$ cat src/pkg/adc_seq_pkg.sv
/*
  Shared constants and carrier types for the routine sequencer, its
  converter engine and its trigger edge detector.
  Assumes one clock domain (clk_sys) and an APB register bus.
*/
package adc_seq_pkg;

  ////////////////////////////////////////////////////////////////////////
  localparam logic [7:0] OFF_CTL0 = 8'h00;
  localparam logic [7:0] OFF_CTL1 = 8'h04;
  localparam logic [7:0] OFF_STAT = 8'h08;
  localparam logic [7:0] OFF_RDATA = 8'h0C;
  localparam logic [7:0] OFF_SEQ_A = 8'h10;
  localparam logic [7:0] OFF_SEQ_B = 8'h14;
  localparam logic [7:0] OFF_SEQ_C = 8'h18;

  localparam int CTL0_IRQ_EN_BIT = 5;
  localparam int CTL0_SCAN_BIT = 8;
  localparam int CTL0_PART_BIT = 11;
  localparam int CTL0_GROUP_LSB = 13;
  localparam int CTL1_ON_BIT = 0;
  localparam int CTL1_REPEAT_BIT = 1;
  localparam int CTL1_CAL_BIT = 2;
  localparam int CTL1_CALCLR_BIT = 3;
  localparam int CTL1_DMA_BIT = 8;
  localparam int CTL1_ETSEL_LSB = 17;
  localparam int CTL1_ETEN_BIT = 20;
  localparam int CTL1_SOFT_BIT = 22;
  localparam int STAT_DONE_BIT = 1;
  localparam int STAT_BUSY_BIT = 4;
  localparam int SEQ_LEN_LSB = 20;

  ////////////////////////////////////////////////////////////////////////
  localparam int SLOTS = 16;
  localparam int SLOTS_PER_WORD = 6;
  localparam int CH_W = 5;
  localparam int DATA_W = 12;
  localparam int TRIG_N = 8;
  localparam int CONV_CYCLES = 14;
  localparam int CAL_CYCLES_DEFAULT = 16;
  localparam logic [31:0] RESET_WORD = 32'h0000_0000;

  ////////////////////////////////////////////////////////////////////////
  typedef enum logic [2:0] {
    ST_IDLE = 3'b001,
    ST_CAL = 3'b010,
    ST_CONV = 3'b100
  } seq_state_e;

  typedef struct packed {
    logic irq_en;
    logic scan;
    logic part;
    logic [2:0] group;
    logic on;
    logic repeat_en;
    logic dma;
    logic [2:0] et_sel;
    logic et_en;
  } cfg_s;

  typedef struct packed {
    logic enable;
    logic cal_go;
    logic cal_clr;
    logic conv_go;
    logic [CH_W-1:0] chan;
  } conv_req_s;

  typedef struct packed {
    logic cal_busy;
    logic conv_done;
    logic [DATA_W-1:0] result;
  } conv_rsp_s;

endpackage

$ cat src/verilog/trigger_edge.sv
/*
  Selects one external trigger line and emits a one-cycle pulse on its
  rising edge. Assumes the trigger lines are synchronous to clk_sys.
*/
`timescale 1ns/10ps
`default_nettype none

module trigger_edge #(
  parameter int N = adc_seq_pkg::TRIG_N
) (
  input wire logic clk_sys,
  input wire logic rst,
  input wire logic [N-1:0] triggers,
  input wire logic [2:0] select,
  output logic pulse
);

  typedef struct packed {
    logic prev;
    logic pulse;
  } edge_s;

  edge_s s;
  edge_s next_s;

  // Changing the select may show a false edge; reprogram while idle
  always_comb begin
    next_s = s;
    next_s.prev = triggers[select];
    next_s.pulse = triggers[select] & ~s.prev;
  end

  always_ff @(posedge clk_sys) begin
    if (rst) begin
      s <= '0;
    end else begin
      s <= next_s;
    end
  end

  assign pulse = s.pulse;

endmodule
`default_nettype wire

$ cat src/verilog/sar_engine.sv
/*
  Conversion timing engine: runs calibration and single conversions and
  keeps the calibration factor. Assumes the analog part presents its code
  on analog_code, and its offset code while calibrating.
*/
`timescale 1ns/10ps
`default_nettype none

module sar_engine #(
  parameter int CAL_CYCLES = adc_seq_pkg::CAL_CYCLES_DEFAULT
) (
  input wire logic clk_sys,
  input wire logic rst,
  input wire adc_seq_pkg::conv_req_s req,
  input wire logic [adc_seq_pkg::DATA_W-1:0] analog_code,
  output adc_seq_pkg::conv_rsp_s rsp,
  output logic [adc_seq_pkg::CH_W-1:0] mux_select
);

  typedef struct packed {
    logic cal_busy;
    logic conv_busy;
    logic [15:0] cnt;
    logic [adc_seq_pkg::DATA_W-1:0] factor;
    logic done;
    logic [adc_seq_pkg::DATA_W-1:0] result;
    logic [adc_seq_pkg::CH_W-1:0] sel;
  } eng_s;

  eng_s s;
  eng_s next_s;

  always_comb begin
    next_s = s;
    next_s.done = 1'b0;
    if (!req.enable) begin
      next_s = '0;
    end else begin
      if (req.cal_clr) begin
        next_s.factor = '0;
      end
      if (s.cal_busy || s.conv_busy) begin
        if (s.cnt == 16'h0000) begin
          next_s.cal_busy = 1'b0;
          next_s.conv_busy = 1'b0;
          if (s.cal_busy) begin
            next_s.factor = analog_code;
          end else begin
            // Offset removal saturates at zero rather than wrapping
            next_s.result = (analog_code > s.factor) ? analog_code - s.factor : '0;
            next_s.done = 1'b1;
          end
        end else begin
          next_s.cnt = 16'(s.cnt - 16'h0001);
        end
      end else if (req.cal_go) begin
        next_s.cal_busy = 1'b1;
        next_s.cnt = 16'(CAL_CYCLES - 1);
      end else if (req.conv_go) begin
        next_s.conv_busy = 1'b1;
        next_s.sel = req.chan;
        next_s.cnt = 16'(adc_seq_pkg::CONV_CYCLES - 1);
      end
    end
  end

  always_ff @(posedge clk_sys) begin
    if (rst) begin
      s <= '0;
    end else begin
      s <= next_s;
    end
  end

  assign rsp.cal_busy = s.cal_busy;
  assign rsp.conv_done = s.done;
  assign rsp.result = s.result;
  assign mux_select = s.sel;

endmodule
`default_nettype wire

$ cat src/verilog/adc_routine_sequencer.sv
/*
  Routine sequencer of a 12-bit converter with APB registers: calibration
  control, enable, 16-slot sequence, single/repeat/scan/partial modes,
  triggers, done flag, interrupt level and DMA request.
  Assumes clk_sys is the converter clock, synchronous to the bus clocks,
  and that software keeps its own procedural obligations.
*/
`timescale 1ns/10ps
`default_nettype none

////////////////////////////////////////////////////////////////////////////
// Functional notes
// - cal_start launches calibration, self-clears when finished
// - calibration factor applied until converter powered off
// - cal_state_clear wipes stored calibration factor
// - converter_on low resets logic, powers analog down
// - converter clock is synchronous bus clock
// - sixteen slots of 5-bit channels, length field
// - single mode converts first slot once per trigger
// - completion stores result, sets done, raises interrupt
// - done flag cleared by writing zero
// - repeat keeps reconverting first slot after trigger
// - soft trigger or enabled external trigger starts
// - scan converts all entries, done after sequence
// - scan plus repeat restarts sequence automatically
// - partial mode converts next group per trigger
// - partial mode flags done once per pass
// - DMA request at end of each conversion
// - external trigger acts on rising edge
module adc_routine_sequencer #(
  parameter int CAL_CYCLES = adc_seq_pkg::CAL_CYCLES_DEFAULT
) (
  input wire logic clk_sys,
  input wire logic rst,
  input wire logic psel,
  input wire logic penable,
  input wire logic pwrite,
  input wire logic [7:0] paddr,
  input wire logic [31:0] pwdata,
  output logic [31:0] prdata,
  output logic pready,
  output logic pslverr,
  input wire logic [adc_seq_pkg::TRIG_N-1:0] ext_triggers,
  input wire logic [adc_seq_pkg::DATA_W-1:0] analog_code,
  output logic [adc_seq_pkg::CH_W-1:0] mux_select,
  output logic analog_power_down,
  output logic dma_req,
  output logic conversion_done_irq
);

  typedef struct packed {
    adc_seq_pkg::seq_state_e st;
    adc_seq_pkg::cfg_s cfg;
    logic [adc_seq_pkg::SLOTS-1:0][adc_seq_pkg::CH_W-1:0] slot;
    logic [3:0] len;
    logic [3:0] idx;
    logic [2:0] grp;
    logic soft_pend;
    logic done;
    logic [adc_seq_pkg::DATA_W-1:0] result;
    logic dma_req;
    logic irq;
    logic pdown;
    logic [31:0] prdata;
    logic pready;
    logic pslverr;
    logic cal_go;
    logic cal_clr;
    logic conv_go;
    logic [adc_seq_pkg::CH_W-1:0] chan;
  } top_s;

  top_s s;
  top_s next_s;
  adc_seq_pkg::conv_req_s req;
  adc_seq_pkg::conv_rsp_s rsp;
  logic ext_pulse;

  ////////////////////////////////////////////////////////////////////////
  trigger_edge #(
    .N(adc_seq_pkg::TRIG_N)
  ) u_trig (
    .clk_sys(clk_sys),
    .rst(rst),
    .triggers(ext_triggers),
    .select(s.cfg.et_sel),
    .pulse(ext_pulse)
  );

  assign req.enable = s.cfg.on;
  assign req.cal_go = s.cal_go;
  assign req.cal_clr = s.cal_clr;
  assign req.conv_go = s.conv_go;
  assign req.chan = s.chan;

  sar_engine #(
    .CAL_CYCLES(CAL_CYCLES)
  ) u_eng (
    .clk_sys(clk_sys),
    .rst(rst),
    .req(req),
    .analog_code(analog_code),
    .rsp(rsp),
    .mux_select(mux_select)
  );

  ////////////////////////////////////////////////////////////////////////
  always_comb begin
    logic setup;
    logic wr;
    logic clr_done;
    logic set_done;
    logic soft_set;
    logic cal_req;
    logic trig;
    logic start;
    logic pass_end;
    logic cont;
    logic [3:0] start_idx;
    logic [3:0] next_idx;
    logic [31:0] rd;
    logic [7:0] word_off;

    setup = psel & ~penable;
    wr = psel & penable & pwrite & s.pready;
    clr_done = 1'b0;
    set_done = 1'b0;
    soft_set = 1'b0;
    cal_req = 1'b0;
    trig = 1'b0;
    start = 1'b0;
    pass_end = 1'b0;
    cont = 1'b0;
    start_idx = 4'h0;
    next_idx = 4'h0;
    rd = adc_seq_pkg::RESET_WORD;
    word_off = 8'h00;
    next_s = s;
    next_s.pready = 1'b0;
    next_s.pslverr = 1'b0;
    next_s.cal_go = 1'b0;
    next_s.cal_clr = 1'b0;
    next_s.conv_go = 1'b0;
    next_s.dma_req = 1'b0;

    // Read data is captured in the setup cycle, so access never waits
    if (setup) begin
      next_s.pready = 1'b1;
      case (paddr)
        adc_seq_pkg::OFF_CTL0: begin
          rd[adc_seq_pkg::CTL0_IRQ_EN_BIT] = s.cfg.irq_en;
          rd[adc_seq_pkg::CTL0_SCAN_BIT] = s.cfg.scan;
          rd[adc_seq_pkg::CTL0_PART_BIT] = s.cfg.part;
          rd[adc_seq_pkg::CTL0_GROUP_LSB +: 3] = s.cfg.group;
        end

        adc_seq_pkg::OFF_CTL1: begin
          rd[adc_seq_pkg::CTL1_ON_BIT] = s.cfg.on;
          rd[adc_seq_pkg::CTL1_REPEAT_BIT] = s.cfg.repeat_en;
          rd[adc_seq_pkg::CTL1_CAL_BIT] = (s.st == adc_seq_pkg::ST_CAL);
          rd[adc_seq_pkg::CTL1_DMA_BIT] = s.cfg.dma;
          rd[adc_seq_pkg::CTL1_ETSEL_LSB +: 3] = s.cfg.et_sel;
          rd[adc_seq_pkg::CTL1_ETEN_BIT] = s.cfg.et_en;
          rd[adc_seq_pkg::CTL1_SOFT_BIT] = s.soft_pend;
        end

        adc_seq_pkg::OFF_STAT: begin
          rd[adc_seq_pkg::STAT_DONE_BIT] = s.done;
          rd[adc_seq_pkg::STAT_BUSY_BIT] = (s.st != adc_seq_pkg::ST_IDLE);
        end

        adc_seq_pkg::OFF_RDATA: begin
          rd[adc_seq_pkg::DATA_W-1:0] = s.result;
        end

        adc_seq_pkg::OFF_SEQ_A, adc_seq_pkg::OFF_SEQ_B, adc_seq_pkg::OFF_SEQ_C: begin
          for (int k = 0; k < adc_seq_pkg::SLOTS; k++) begin
            word_off = 8'(adc_seq_pkg::OFF_SEQ_A + 4 * (k / adc_seq_pkg::SLOTS_PER_WORD));
            if (paddr == word_off) begin
              rd[adc_seq_pkg::CH_W * (k % adc_seq_pkg::SLOTS_PER_WORD) +: adc_seq_pkg::CH_W] = s.slot[k];
            end
          end
          if (paddr == adc_seq_pkg::OFF_SEQ_C) begin
            rd[adc_seq_pkg::SEQ_LEN_LSB +: 4] = s.len;
          end
        end

        default: begin
          next_s.pslverr = 1'b1;
        end
      endcase
      next_s.prdata = rd;
    end

    ////////////////////////////////////////////////////////////////////
    if (wr) begin
      case (paddr)
        adc_seq_pkg::OFF_CTL0: begin
          next_s.cfg.irq_en = pwdata[adc_seq_pkg::CTL0_IRQ_EN_BIT];
          next_s.cfg.scan = pwdata[adc_seq_pkg::CTL0_SCAN_BIT];
          next_s.cfg.part = pwdata[adc_seq_pkg::CTL0_PART_BIT];
          next_s.cfg.group = pwdata[adc_seq_pkg::CTL0_GROUP_LSB +: 3];
        end

        adc_seq_pkg::OFF_CTL1: begin
          next_s.cfg.on = pwdata[adc_seq_pkg::CTL1_ON_BIT];
          next_s.cfg.repeat_en = pwdata[adc_seq_pkg::CTL1_REPEAT_BIT];
          next_s.cfg.dma = pwdata[adc_seq_pkg::CTL1_DMA_BIT];
          next_s.cfg.et_sel = pwdata[adc_seq_pkg::CTL1_ETSEL_LSB +: 3];
          next_s.cfg.et_en = pwdata[adc_seq_pkg::CTL1_ETEN_BIT];
          cal_req = pwdata[adc_seq_pkg::CTL1_CAL_BIT];
          next_s.cal_clr = pwdata[adc_seq_pkg::CTL1_CALCLR_BIT];
          soft_set = pwdata[adc_seq_pkg::CTL1_SOFT_BIT];
        end

        adc_seq_pkg::OFF_STAT: begin
          clr_done = ~pwdata[adc_seq_pkg::STAT_DONE_BIT];
        end

        adc_seq_pkg::OFF_SEQ_A, adc_seq_pkg::OFF_SEQ_B, adc_seq_pkg::OFF_SEQ_C: begin
          for (int k = 0; k < adc_seq_pkg::SLOTS; k++) begin
            word_off = 8'(adc_seq_pkg::OFF_SEQ_A + 4 * (k / adc_seq_pkg::SLOTS_PER_WORD));
            if (paddr == word_off) begin
              next_s.slot[k] = pwdata[adc_seq_pkg::CH_W * (k % adc_seq_pkg::SLOTS_PER_WORD) +: adc_seq_pkg::CH_W];
            end
          end
          if (paddr == adc_seq_pkg::OFF_SEQ_C) begin
            next_s.len = pwdata[adc_seq_pkg::SEQ_LEN_LSB +: 4];
          end
        end

        default: begin
        end
      endcase
    end

    ////////////////////////////////////////////////////////////////////
    // An edge seen while busy is lost; a soft request stays pending
    trig = s.soft_pend | (ext_pulse & s.cfg.et_en);
    start_idx = (s.cfg.scan | s.cfg.part) ? s.idx : 4'h0;

    if (!s.cfg.on) begin
      // Held in reset; calibration factor is lost in the engine too
      next_s.st = adc_seq_pkg::ST_IDLE;
      next_s.idx = 4'h0;
      next_s.grp = 3'h0;
      next_s.soft_pend = 1'b0;
      soft_set = 1'b0;
      // The done flag is conversion state too, so it drops while off
      clr_done = 1'b1;
    end else begin
      case (s.st)
        adc_seq_pkg::ST_IDLE: begin
          // Calibration wins over a trigger that arrives with it
          if (cal_req) begin
            next_s.st = adc_seq_pkg::ST_CAL;
            next_s.cal_go = 1'b1;
          end else if (trig) begin
            start = 1'b1;
            next_s.st = adc_seq_pkg::ST_CONV;
            next_s.chan = s.slot[start_idx];
            next_s.conv_go = 1'b1;
            next_s.grp = s.cfg.group;
          end
        end

        adc_seq_pkg::ST_CAL: begin
          // cal_go is still in flight in its first cycle, before busy rises
          if (!rsp.cal_busy && !s.cal_go) begin
            next_s.st = adc_seq_pkg::ST_IDLE;
          end
        end

        adc_seq_pkg::ST_CONV: begin
          if (rsp.conv_done) begin
            next_s.result = rsp.result;
            next_s.dma_req = s.cfg.dma;
            // Partial mode beats scan, and ignores repeat
            pass_end = ~(s.cfg.scan | s.cfg.part) | (s.idx == s.len);
            set_done = pass_end;
            next_idx = pass_end ? 4'h0 : 4'(s.idx + 4'h1);
            if (s.cfg.part) begin
              cont = ~pass_end & (s.grp != 3'h0);
              next_s.grp = 3'(s.grp - 3'h1);
            end else if (s.cfg.scan) begin
              cont = ~pass_end | s.cfg.repeat_en;
            end else begin
              cont = s.cfg.repeat_en;
            end
            next_s.idx = next_idx;
            if (cont) begin
              next_s.chan = s.slot[next_idx];
              next_s.conv_go = 1'b1;
            end else begin
              next_s.st = adc_seq_pkg::ST_IDLE;
            end
          end
        end

        default: begin
          next_s.st = adc_seq_pkg::ST_IDLE;
        end
      endcase
    end

    // A trigger request arriving with a start is kept, not lost
    next_s.soft_pend = (next_s.soft_pend & ~start) | soft_set;
    // Hardware set wins over a software clear in the same cycle
    next_s.done = (s.done & ~clr_done) | set_done;
    // Interrupt is a level that follows the flag, not a pulse
    next_s.irq = next_s.done & next_s.cfg.irq_en;
    next_s.pdown = ~next_s.cfg.on;
  end

  // Bus and converter share clk_sys, so nothing crosses a domain
  always_ff @(posedge clk_sys) begin
    if (rst) begin
      s <= '0;
      s.st <= adc_seq_pkg::ST_IDLE;
      s.pdown <= 1'b1;
    end else begin
      s <= next_s;
    end
  end

  assign prdata = s.prdata;
  assign pready = s.pready;
  assign pslverr = s.pslverr;
  assign analog_power_down = s.pdown;
  assign dma_req = s.dma_req;
  assign conversion_done_irq = s.irq;

endmodule
`default_nettype wire

$ cat config.mk
export PLATFORM = sky130hd
export DESIGN_NAME = adc_routine_sequencer
export DESIGN_NICKNAME = d
export VERILOG_FILES = /design/src/pkg/adc_seq_pkg.sv /design/src/verilog/trigger_edge.sv /design/src/verilog/sar_engine.sv /design/src/verilog/adc_routine_sequencer.sv
export SDC_FILE = /design/constraint.sdc
export NUM_CORES = 1
export LEC_CHECK = 0
export ABC_AREA = 1
export BUFFER_PORTS_ARGS = -buffer_cell sky130_fd_sc_hd__buf_2
export CAP_MARGIN = 40
export CORE_ASPECT_RATIO = 0.75
export CORE_MARGIN = 2
export CORE_UTILIZATION = 30
export DETAILED_ROUTE_END_ITERATION = 8
export PLACE_DENSITY = 0.56
export SYNTH_ARGS = -nofsm -noshare
export SYNTH_HDL_FRONTEND = slang
export SYNTH_SLANG_ARGS = --single-unit
$ cat constraint.sdc
create_clock -name clk_sys -period 3.5 [get_ports clk_sys]
set_clock_uncertainty 0.05 [all_clocks]
set_input_delay 0.175 -clock clk_sys [delete_from_list [all_inputs] [get_ports clk_sys]]
set_output_delay 0.175 -clock clk_sys [all_outputs]
set_load 0.05 [all_outputs]
==> impl_metrics.csv <==
group,metric,value,unit
outcome,status,"finished clean",
logic_synthesis,yosys_warnings,0,
global_routing,overflow,0,
hold_path,worstHoldStart,"ext_triggers[3]",
timing,worst_pin_slew,0.840,ns
route,postRouteAntennaNets,0,
final_layout,nets,1807,
clock_tree,htreeDepth,1,
job,maxCapViolCount,0,
timing,clock.fmax,389,MHz
final_layout,regArea,4280,µm²
clock_tree,cts_buffers,24,
route,drt-initial-drc-count,1126,
place,hpwl,30700,µm
route,highest_layer,"met5",
worst_setup_path,reg2regPathDepth,10,
worst_setup_path,cp-start-kind,"register",
die,fp.dieW,228,µm
clock_tree,path_clk_slew,0.07,ns
global_routing,grt_pass1_wl,65000,µm
place,place_congestion,0.968,
clock_tree,cts-root-buf,"clkbuf_16",
route,wirelength,42800,µm
timing,setup_violations,0,
route,route.detailed.drc,0,
logic_synthesis,ys.flop_type,"dfxtp_1",
die,die_h,172,µm
logic_synthesis,seq_area_frac_synth,37.9,%
clock_tree,cts_tree,"yes",
die,floorplan.die_area,39300,µm²
timing,rsz0062_at_grt,"false",
power_and_ir_drop,p_leak,5.27,nW
route,wl_per_cell,19.0,µm
global_routing,track_usage,21.4,%
worst_setup_path,worstReg2RegEnd,"req[3]$_SDFFE_PP0P_",
logic_synthesis,async_reset_ff_share,0,%
worst_setup_path,crit_arrival,2.94,ns
worst_setup_path,critPathRequiredTime,3.87,ns
timing,period_share,73.5,%
worst_setup_path,worst-path-max-fanout,10,
route,wl_met3,3810,µm
timing,drv_slew,0,
worst_setup_path,reg2reg_slack,0.93,ns
timing,hold_viol_final,0,
timing,fin_crit,2.57,ns
final_layout,final_area,13400,µm²
clock_tree,clkLatencyLatePin,0.53,ns
route,first_pass_iters,6,
route,wl_met2,17000,µm
timing,setup_tns,0,ns
clock_tree,clock_path_buffers,3,
route,met1_length,20600,µm
logic_synthesis,synth.avg_cell_area,6.88,µm²
power_and_ir_drop,ir_worst_vdd,0.293,mV
place,dp_cells,2160,
die,rows,61,
worst_setup_path,crit_path_end_kind,"register",
place,portBuffers,102,
final_layout,fill_cells,4053,
route,dr_total_vias,11700,
clock_tree,cts_sinks,214,
global_routing,grt_max_degree,105,
die,start_util,30.5,%
worst_setup_path,path_class,"reg2reg",
global_routing,antenna_found_initial,1,
logic_synthesis,synth_cell_type_count,46,
power_and_ir_drop,powerDensity,408,nW/µm²
logic_synthesis,synth_edf_count,0,
logic_synthesis,netlist_area,11300,µm²
power_and_ir_drop,p_total,5.46,mW
global_routing,grt_pass1_vias,10700,
route,via_per_inst,5.19,
timing,slew_headroom,43.9,%
hold_path,min_path_type,"in2reg",
die,coreArea,37100,µm²
hold_path,worstHoldPathCells,6,
final_layout,antenna_cells,0,
hold_path,min_to,"u_trig.s[1]$_SDFF_PP0_",
die,io_pins,107,
logic_synthesis,syn_inst,1644,
final_layout,layoutNonFillerInstCount,2246,
worst_setup_path,r2r_start,"pready$_SDFF_PP0_",
place,postPlaceCellArea,12100,µm²
logic_synthesis,synth_seq_cells,214,
clock_tree,cts_resized,0,
final_layout,utilization,36.0,%
final_layout,drive_gt1_share,14.1,%
final_layout,multi_input_area,5740,µm²
final_layout,synthToLayoutAreaGrowth,18.1,%
==> layout make-up <==
type | instances | area share, %
clock buffers | 31 | 5.07
inverters | 174 | 4.89
multi-input cells | 1132 | 43.0
flip-flops and latches | 214 | 32.1
well taps | 504 | 4.72
repair buffers | 179 | 9.17
clock inverters | 12 | 1.11
==> critical path, stage by stage (launching register included) <==
cell,delay (ns)
dfxtp_1,0.31
nand4_1,0.30
inv_1,0.12
nand3_1,0.11
nand2_1,0.14
nor2_2,0.47
inv_2,0.14
nand2_1,0.14
nand4_2,0.35
nor2_1,0.24
a21oi_1,0.08
==> worst max-delay path by stage <==
stage	from	end	slack, ns	cells past startpoint
6_report	pready$_SDFF_PP0_	req[3]$_SDFFE_PP0P_	0.93	10
4_1_cts	pready$_SDFF_PP0_	req[3]$_SDFFE_PP0P_	1.04	10
2_1_floorplan	pready$_SDFF_PP0_	req[0]$_SDFFE_PP0P_	1.55	11
5_1_grt	pready$_SDFF_PP0_	req[3]$_SDFFE_PP0P_	0.85	11
3_5_place_dp	paddr[1]	s[119]$_SDFFE_PP0P_	0.93	8
3_3_place_gp	paddr[1]	s[104]$_SDFFE_PP0P_	0.93	8
==> cell usage in the layout (no fill, tap or decap), types with 10 or more instances in the layout <==
cell type and count:
or2_2 11, buf_4 31, inv_2 20, o211ai_1 29, nor2_2 15, a31oi_1 10
ha_1 16, inv_1 154, o21ai_0 166, nor2_1 141, a211oi_1 11, nand4_1 24
nand2_1 261, clkbuf_16 25, o21ai_1 25, buf_2 103, dfxtp_1 214, nand3_1 132
a21oi_1 208, dlygate4sd3_1 43
==> registers in the layout (all words and copies together) (netlist names) <==
| signal | cells |
|---|---|
| prdata | 30 |
| req | 9 |
| u_trig.s | 1 |
| s | 120 |
| conversion_done_irq | 1 |
| u_trig.pulse | 1 |
| u_eng.mux_select | 5 |
| analog_power_down | 1 |
| pready | 1 |
| u_eng.rsp | 14 |
| dma_req | 1 |
| pslverr | 1 |
| u_eng.s | 29 |
==> layer usage <==
| layer | GRT usage [%] | up-vias |
|---|---|---|
| met5 | 0 | - |
| met4 | 7.02 | 2 |
| met3 | 4.50 | 78 |
| met2 | 30.3 | 459 |
| met1 | 31.8 | 5453 |
| li1 | - | 5667 |
==> synth_stat cells (2+ instances only) <==
master | instances | share of area, %
buf_2 | 22 | 0.97
inv_2 | 19 | 0.63
nor2_4 | 5 | 0.50
dfxtp_1 | 214 | 38
nor4_1 | 4 | 0.22
inv_1 | 155 | 5.1
buf_1 | 2 | 0.066
o21bai_1 | 2 | 0.13
nand4_1 | 24 | 1.3
a31oi_1 | 10 | 0.55
xnor2_1 | 2 | 0.15
o22ai_1 | 2 | 0.11
or2_2 | 11 | 0.61
o211a_1 | 5 | 0.44
a221oi_1 | 3 | 0.23
nor3b_1 | 3 | 0.20
nor3_1 | 9 | 0.40
clkbuf_1 | 62 | 2.1
o32ai_1 | 3 | 0.23
o221ai_1 | 9 | 0.70
nor2_1 | 143 | 4.7
o21ai_0 | 166 | 7.3
ha_1 | 16 | 1.8
buf_4 | 38 | 2.5
nand2_2 | 8 | 0.44
o2111ai_1 | 4 | 0.31
a211oi_1 | 11 | 0.73
nand3_1 | 132 | 5.8
o211ai_1 | 29 | 1.9
nand3_2 | 4 | 0.35
xor2_1 | 8 | 0.62
nand2_1 | 262 | 8.7
a21oi_1 | 208 | 9.2
nor2_2 | 13 | 0.72
o21ai_1 | 25 | 1.1
==> where the power goes <==
| group | total (mW) | switching (mW) | internal [mW] | leakage, nW |
|---|---|---|---|---|
| registers | 2.46 | 0.00749 | 2.45 | 1.73 |
| clock network | 2.69 | 1.10 | 1.59 | 0.396 |
| logic | 0.315 | 0.204 | 0.111 | 3.15 |
| total | 5.46 | 1.31 | 4.15 | 5.27 |
==> through the flow <==
stage / hold slack, ns / setup slack (ns)
5_1_grt: 0.187 / 0.847
2_1_floorplan: 0.260 / 1.55
3_3_place_gp: 0.331 / 0.925
6_report: 0.146 / 0.928
4_1_cts: 0.144 / 1.04
3_5_place_dp: 0.343 / 0.927
==> logic make-up after synthesis <==
logic type | after synthesis | share of synthesized area, %
other cells | 1 | 0.0331
fa+ha+maj | 17 | 1.95
compound gates | 479 | 23.2
simple gates | 623 | 24.6
xor+xnor | 10 | 0.774
mux | 1 | 0.0995
buf+inv | 299 | 11.5
flops | 214 | 37.9
==> what timing repair did <==
action	4_1_cts	5_1_grt
hold endpoints to repair	98	0
buffers inserted	0	0
hold buffers	43	0
Note: power is estimated with default switching activity, not from simulation.
